--- src/cmd_decode_map.svh ---
// command/address decode constants
`ifndef CMD_DECODE_MAP_SVH
`define CMD_DECODE_MAP_SVH
`define AP_BIT 10
`define BC_BIT 12
`define ROW_HI_LSB 14
// command encodings of {ras_n, cas_n, we_n} with act_n high
`define ENC_MRS 3'h0
`define ENC_REF 3'h1
`define ENC_PRE 3'h2
`define ENC_RSVD 3'h3
`define ENC_WR 3'h4
`define ENC_RD 3'h5
`define ENC_ZQC 3'h6
`define ENC_NOP 3'h7
// stack organisations
`define STACK_MONO 2'h0
`define STACK_DDP 2'h1
`define STACK_3DS 2'h2
`endif

--- src/cmd_decode_pkg.sv ---
// types for the command/address decode
package cmd_decode_pkg;
    typedef enum logic [7:0] {
        CMD_NONE = 8'h01,
        CMD_ACT = 8'h02,
        CMD_RD = 8'h04,
        CMD_WR = 8'h08,
        CMD_PRE = 8'h10,
        CMD_MRS = 8'h20,
        CMD_REF = 8'h40,
        CMD_OTHER = 8'h80
    } cmd_t;

    typedef struct packed {
        logic cs_n;
        logic act_n;
        logic ras_n;
        logic cas_n;
        logic we_n;
        logic [1:0] bg;
        logic [1:0] ba;
        logic [17:0] addr;
        logic [2:0] stack;
    } ca_in_t;

    typedef struct packed {
        cmd_t cmd;
        logic [17:0] row;
        logic [9:0] col;
        logic [17:0] opcode;
        logic [1:0] bg;
        logic [1:0] ba;
        logic [3:0] mr_sel;
        logic auto_pre;
        logic all_banks;
        logic chop;
        logic [2:0] chip_id;
        logic die1_cs_n;
        logic die1_cke;
        logic die1_odt;
    } dec_out_t;
endpackage : cmd_decode_pkg

--- src/sdram_cmd_addr_decode.sv ---
// command and address input decode of the memory device
`timescale 1ns/1ps
`include "cmd_decode_map.svh"
module sdram_cmd_addr_decode #(
    parameter int ROW_BITS = 17,
    parameter int COL_BITS = 10,
    parameter logic X16 = 1'b0,
    parameter logic [1:0] STACK_MODE = `STACK_MONO,
    parameter logic [2:0] DIE_ID = 3'h0
) (
    // clock and reset
    input wire logic sys_clk,
    input wire logic sys_rst,
    // command/address pins, one sample per rising edge
    input wire cmd_decode_pkg::ca_in_t ca,
    // decoded command
    output cmd_decode_pkg::dec_out_t dec,
    output logic dec_valid
);

    ////////////////////////////////////////////////////////////////////////////////
    // masks for bits that do not exist on this part
    localparam logic [17:0] ROW_MASK = 18'((1 << ROW_BITS) - 1);
    localparam logic [9:0] COL_MASK = 10'((1 << COL_BITS) - 1);
    localparam logic [1:0] BG_MASK = X16 ? 2'h1 : 2'h3;

    logic [17:0] addr_q;
    logic [2:0] hi_bits;
    logic [1:0] bg_eff;
    logic die_sel;
    cmd_decode_pkg::cmd_t next_cmd;

    // upper row bits come from the command pins on activate
    assign hi_bits = {ca.ras_n, ca.cas_n, ca.we_n};
    assign bg_eff = ca.bg & BG_MASK;
    // a single-load stack answers only to its own chip id
    assign die_sel = (STACK_MODE == `STACK_3DS) ? (ca.stack == DIE_ID) : 1'b1;

    ////////////////////////////////////////////////////////////////////////////////
    // command type from chip select, activate and the encoding pins
    always_comb begin
        next_cmd = cmd_decode_pkg::CMD_NONE;
        if (!ca.cs_n && die_sel) begin
            if (!ca.act_n) begin
                next_cmd = cmd_decode_pkg::CMD_ACT;
            end else begin
                unique case (hi_bits)
                    `ENC_MRS: next_cmd = cmd_decode_pkg::CMD_MRS;
                    `ENC_REF: next_cmd = cmd_decode_pkg::CMD_REF;
                    `ENC_PRE: next_cmd = cmd_decode_pkg::CMD_PRE;
                    `ENC_WR: next_cmd = cmd_decode_pkg::CMD_WR;
                    `ENC_RD: next_cmd = cmd_decode_pkg::CMD_RD;
                    `ENC_NOP: next_cmd = cmd_decode_pkg::CMD_NONE;
                    default: next_cmd = cmd_decode_pkg::CMD_OTHER;
                endcase
            end
        end
    end

    // on activate the command pins stand in for A16..A14
    always_comb begin
        addr_q = ca.addr;
        if (!ca.act_n) begin
            addr_q[`ROW_HI_LSB +: 3] = hi_bits;
        end
    end

    ////////////////////////////////////////////////////////////////////////////////
    // captured decode, one result per rising edge
    always_ff @(posedge sys_clk) begin
        if (sys_rst) begin
            dec <= '0;
            dec.cmd <= cmd_decode_pkg::CMD_NONE;
            dec_valid <= 1'b0;
        end else begin
            dec.cmd <= next_cmd;
            dec_valid <= next_cmd != cmd_decode_pkg::CMD_NONE;
            dec.row <= addr_q & ROW_MASK;
            dec.col <= ca.addr[9:0] & COL_MASK;
            dec.opcode <= ca.addr;
            dec.bg <= bg_eff;
            dec.ba <= ca.ba;
            dec.mr_sel <= {bg_eff, ca.ba};
            // auto-precharge only means something on reads and writes
            dec.auto_pre <= (next_cmd == cmd_decode_pkg::CMD_RD ||
                next_cmd == cmd_decode_pkg::CMD_WR) && ca.addr[`AP_BIT];
            dec.all_banks <= next_cmd == cmd_decode_pkg::CMD_PRE && ca.addr[`AP_BIT];
            dec.chop <= (next_cmd == cmd_decode_pkg::CMD_RD ||
                next_cmd == cmd_decode_pkg::CMD_WR) && !ca.addr[`BC_BIT];
            dec.chip_id <= (STACK_MODE == `STACK_3DS) ? ca.stack : 3'h0;
            // dual-die: C1 is cs1_n, C0 cke1, C2 odt1, passed through registered
            dec.die1_cs_n <= (STACK_MODE == `STACK_DDP) ? ca.stack[1] : 1'b1;
            dec.die1_cke <= (STACK_MODE == `STACK_DDP) ? ca.stack[0] : 1'b0;
            dec.die1_odt <= (STACK_MODE == `STACK_DDP) ? ca.stack[2] : 1'b0;
        end
    end

    ////////////////////////////////////////////////////////////////////////////////
    // checks
    a_cs_masks: assert property (@(posedge sys_clk) disable iff (sys_rst)
        ca.cs_n |=> !dec_valid && dec.cmd == cmd_decode_pkg::CMD_NONE)
        else $error("command decoded with chip select high");
    a_act_decode: assert property (@(posedge sys_clk) disable iff (sys_rst)
        !ca.cs_n && !ca.act_n && die_sel |=> dec.cmd == cmd_decode_pkg::CMD_ACT &&
        dec.row[16:14] == ($past(hi_bits) & ROW_MASK[16:14]))
        else $error("activate not decoded with upper row bits");
    a_rd_encode: assert property (@(posedge sys_clk) disable iff (sys_rst)
        !ca.cs_n && ca.act_n && die_sel && hi_bits == `ENC_RD |=>
        dec.cmd == cmd_decode_pkg::CMD_RD)
        else $error("read encoding not decoded");
    a_col_addr: assert property (@(posedge sys_clk) disable iff (sys_rst)
        1'b1 |=> dec.col == ($past(ca.addr[9:0]) & COL_MASK))
        else $error("column address wrong");
    a_auto_pre: assert property (@(posedge sys_clk) disable iff (sys_rst)
        dec.auto_pre |-> dec.cmd inside {cmd_decode_pkg::CMD_RD, cmd_decode_pkg::CMD_WR}
        && $past(ca.addr[`AP_BIT]))
        else $error("auto-precharge flag wrong");
    a_pre_all: assert property (@(posedge sys_clk) disable iff (sys_rst)
        dec.cmd == cmd_decode_pkg::CMD_PRE |-> dec.all_banks == $past(ca.addr[`AP_BIT]))
        else $error("precharge scope wrong");
    a_burst_chop: assert property (@(posedge sys_clk) disable iff (sys_rst)
        dec.cmd == cmd_decode_pkg::CMD_RD |-> dec.chop == !$past(ca.addr[`BC_BIT]))
        else $error("burst chop wrong");
    a_mr_select: assert property (@(posedge sys_clk) disable iff (sys_rst)
        dec.cmd == cmd_decode_pkg::CMD_MRS |-> dec.mr_sel == {$past(bg_eff), $past(ca.ba)}
        && dec.opcode == $past(ca.addr))
        else $error("mode register select wrong");
    a_bg_mask: assert property (@(posedge sys_clk) disable iff (sys_rst)
        X16 |-> !dec.bg[1])
        else $error("upper bank group bit used on x16");
    a_bank_target: assert property (@(posedge sys_clk) disable iff (sys_rst)
        1'b1 |=> dec.ba == $past(ca.ba))
        else $error("bank address wrong");
    c_activate: cover property (@(posedge sys_clk) dec.cmd == cmd_decode_pkg::CMD_ACT);
    c_read_ap: cover property (@(posedge sys_clk) dec.cmd == cmd_decode_pkg::CMD_RD && dec.auto_pre);
    c_pre_all: cover property (@(posedge sys_clk) dec.all_banks);
    c_mrs: cover property (@(posedge sys_clk) dec.cmd == cmd_decode_pkg::CMD_MRS);

endmodule : sdram_cmd_addr_decode

--- config.mk ---
export PLATFORM = sky130hd
export DESIGN_NAME = sdram_cmd_addr_decode
export DESIGN_NICKNAME = d
export VERILOG_FILES = /design/src/cmd_decode_pkg.sv /design/src/sdram_cmd_addr_decode.sv
export VERILOG_INCLUDE_DIRS = /design/src
export SDC_FILE = /design/constraint.sdc
export NUM_CORES = 1
export LEC_CHECK = 0
export BUFFER_PORTS_ARGS = -buffer_cell sky130_fd_sc_hd__buf_2
export CAP_MARGIN = 20
export CORE_UTILIZATION = 39
export DETAILED_ROUTE_END_ITERATION = 16
export PLACE_DENSITY = 0.81
export SYNTH_ARGS = -nofsm -noshare
export SYNTH_HDL_FRONTEND = slang
export SYNTH_SLANG_ARGS = --single-unit
--- constraint.sdc ---
create_clock -name sys_clk -period 1.2 [get_ports sys_clk]
set_input_delay 0.24 -clock sys_clk [delete_from_list [all_inputs] [get_ports sys_clk]]
set_output_delay 0.24 -clock sys_clk [all_outputs]
set_load 0.05 [all_outputs]
==> results.py <==
metrics = {
    "detailed_routing": {
        "drt_iter0_drc": 14,
        "antenna_left": 0,
        "route.detailed.drc": 0,
        "wl_um": 2700,
        "dr.pass1.iters": 4,
        "via_per_inst": 4.20,
        "vias": 1041,
        "route.met2.wl_um": 1410,
        "maxUsedRoutingLayer": "met4",
        "wl_met1_um": 949,
        "wl_met3_um": 288,
        "wl_per_cell_um": 10.9,
    },
    "cells_and_area": {
        "fin_area_um2": 1890,
        "drive_gt1_share_pct": 55.4,
        "final_util_pct": 56.6,
        "nNetsFinal": 233,
        "area_growth_pct": 38.1,
        "n_antenna_cell": 0,
    },
    "cts": {
        "cts_buffers": 5,
        "holdBufCountCts": 0,
        "htree_levels": 2,
        "cts_tree": "built",
        "cts-resized-gates": 9,
        "cts_setup_buffers": 0,
        "cts.clk_slew.worst_paths_ns": 0.10,
        "root_buffer": "clkbuf_4",
        "cts_sinks": 38,
        "cts_buffer_depth": 2,
    },
    "timing": {
        "setup_tns_ns": 0,
        "fin_crit_ns": 1.17,
        "finalHoldViolCount": 0,
        "setup_violations": 0,
        "drv_slew": 0,
        "rsz0062_at_grt": "yes",
        "fin_hold_ws_ns": 0.0815,
        "finalCritPeriodShare_pct": 97.9,
        "max_freq_ghz": 0.852,
    },
    "power": {
        "ir_drop_uv": 645,
        "power_per_cell_area_nw_per_um2": 1530,
        "power.leakage_uw": 0.000978,
    },
    "place": {
        "portBuffers": 94,
        "dpl.hpwl_um": 1970,
        "place_area_um2": 1670,
        "place.gp.congestion": 0.663,
    },
    "setup_path": {
        "cp_top_family": "flip-flops",
        "endpoint_kind": "output pin",
        "cp_num_buf_inv": 1,
        "cp.required_ns": 0.96,
        "critPathKind": "reg2out",
        "path_cells": "buf_2",
        "worst_path_largest_cell_delay_ns": 0.34,
        "critPathArrivalTime_ns": 0.93,
        "crit_fanout": 2,
        "start_kind": "flop",
        "cp_slowest_cell": "dfxtp_1",
    },
    "die": {
        "initial_utilization_pct": 41.0,
        "die_w_um": 61.2,
        "rows": 21,
        "core-area_um2": 3340,
        "fp.dieArea_um2": 3750,
        "io_pins": 104,
        "dieHeight_um": 61.2,
    },
    "hold_path": {
        "min_path_cells": 2,
        "holdCritStartpoint": "ca[15]",
        "min-delay-path-class": "in2reg",
        "worstHoldEndpoint": "dec[6]$_SDFF_PP0_",
    },
    "synthesis": {
        "synth.area.top_cells": "dfxtp_1 56%, buf_4 19%, nor2b_1 7.8%",
        "ys_warn_count": 0,
        "yosysMostFrequentCell": "dfxtp_1",
        "yosysSeqAreaShare_pct": 55.6,
        "yosys-top-cells-count": "38 x dfxtp_1, 34 x buf_4, 17 x nor2b_1",
        "yosysTopAreaCellShare_pct": 55.6,
        "synth_area_um2": 1370,
        "synth_seq_cells": 38,
        "syn_inst": 128,
        "avgSynthCellArea_um2": 10.7,
        "ys_dominant_reg_cell": "dfxtp_1",
        "yosysTopAreaCell": "dfxtp_1",
        "synth_edf_count": 0,
        "async_flop_share_pct": 0,
        "ys_types": 21,
    },
    "global_routing": {
        "grt_usage_pct": 12.8,
        "grt_pass1_wl_um": 3340,
        "grt_max_degree": 27,
        "gr-total-overflow": 0,
        "grt_pass1_vias": 832,
        "antenna_found_initial": 0,
    },
    "run": {
        "cap_violations": 0,
    },
    "outcome": {
        "run_status": "finished, final reports clean",
    },
}
[registers in the layout (all words and copies together), names as in the netlist]
name and count:
dec 37, dec_valid 1
[routing by layer]
layer,up-vias,global-route usage (%)
li1,501,-
met1,463,12.1
met2,73,23.9
met3,4,5.46
met4,0,5.84
met5,-,0
[cell type report]
type / instances / area [um2]
Timing Repair Buffer: 99 / 646
Multi-Input combinational cell: 56 / 343
Sequential cell: 38 / 763
Inverter: 1 / 3.75
Clock inverter: 1 / 30.0
Clock buffer: 7 / 45.0
Fill cell: 291 / 1450
Tap cell: 46 / 57.6
[cell usage in the layout, fill, tap and decap left out]
master,count
a211oi_1,1
and2b_1,5
buf_2,48
buf_4,37
buf_6,6
bufinv_16,1
clkbuf_1,2
clkbuf_4,13
conb_1,6
dfxtp_1,36
dfxtp_2,2
inv_1,1
mux2i_1,3
nand2_1,3
nand2b_1,2
nand3_1,1
nor2_1,11
nor2b_1,17
nor3b_2,2
o21a_1,1
o21ai_0,1
or2_2,1
or4_4,1
or4b_4,1
[worst max path at each step]
stage                       startpoint                 to  slack [ns]  cells past startpoint
floorplan           dec[45]$_SDFF_PP0_            dec[35]        0.05                      1
global placement                ca[26]  dec[6]$_SDFF_PP0_        0.05                      3
detailed placement              ca[29]  dec[6]$_SDFF_PP0_        0.05                      3
CTS                 dec[45]$_SDFF_PP0_            dec[35]       -0.03                      1
global route        dec[15]$_SDFF_PP0_            dec[15]       -0.03                      1
finish              dec[15]$_SDFF_PP0_            dec[11]        0.03                      1
[through the flow]
| stage | setup slack [ns] | power, uW | instances |
|---|---|---|---|
| floorplan | 0.0459 | 1940 | 133 |
| global placement | 0.0537 | 2030 | 240 |
| detailed placement | 0.0521 | 2030 | 240 |
| CTS | -0.0340 | 2850 | 248 |
| global route | -0.0284 | 3010 | 248 |
| finish | 0.0257 | 2880 | 248 |
[logic make-up after synthesis]
family | share of synthesized area (%)
other | 0.274
AOI/OAI and AO/OA | 1.46
DFF | 55.6
and+or+nand+nor | 19.8
muxes | 2.20
buffers and inverters | 20.7
[report_power, final]
group / internal (uW) / switching, uW / leakage (uW)
registers: 1320 / 28.0 / 0.000315
clock network: 442 / 382 / 0.0000395
logic: 201 / 514 / 0.000624
total: 1960 / 924 / 0.000978
(Power assumes the default switching activity.)
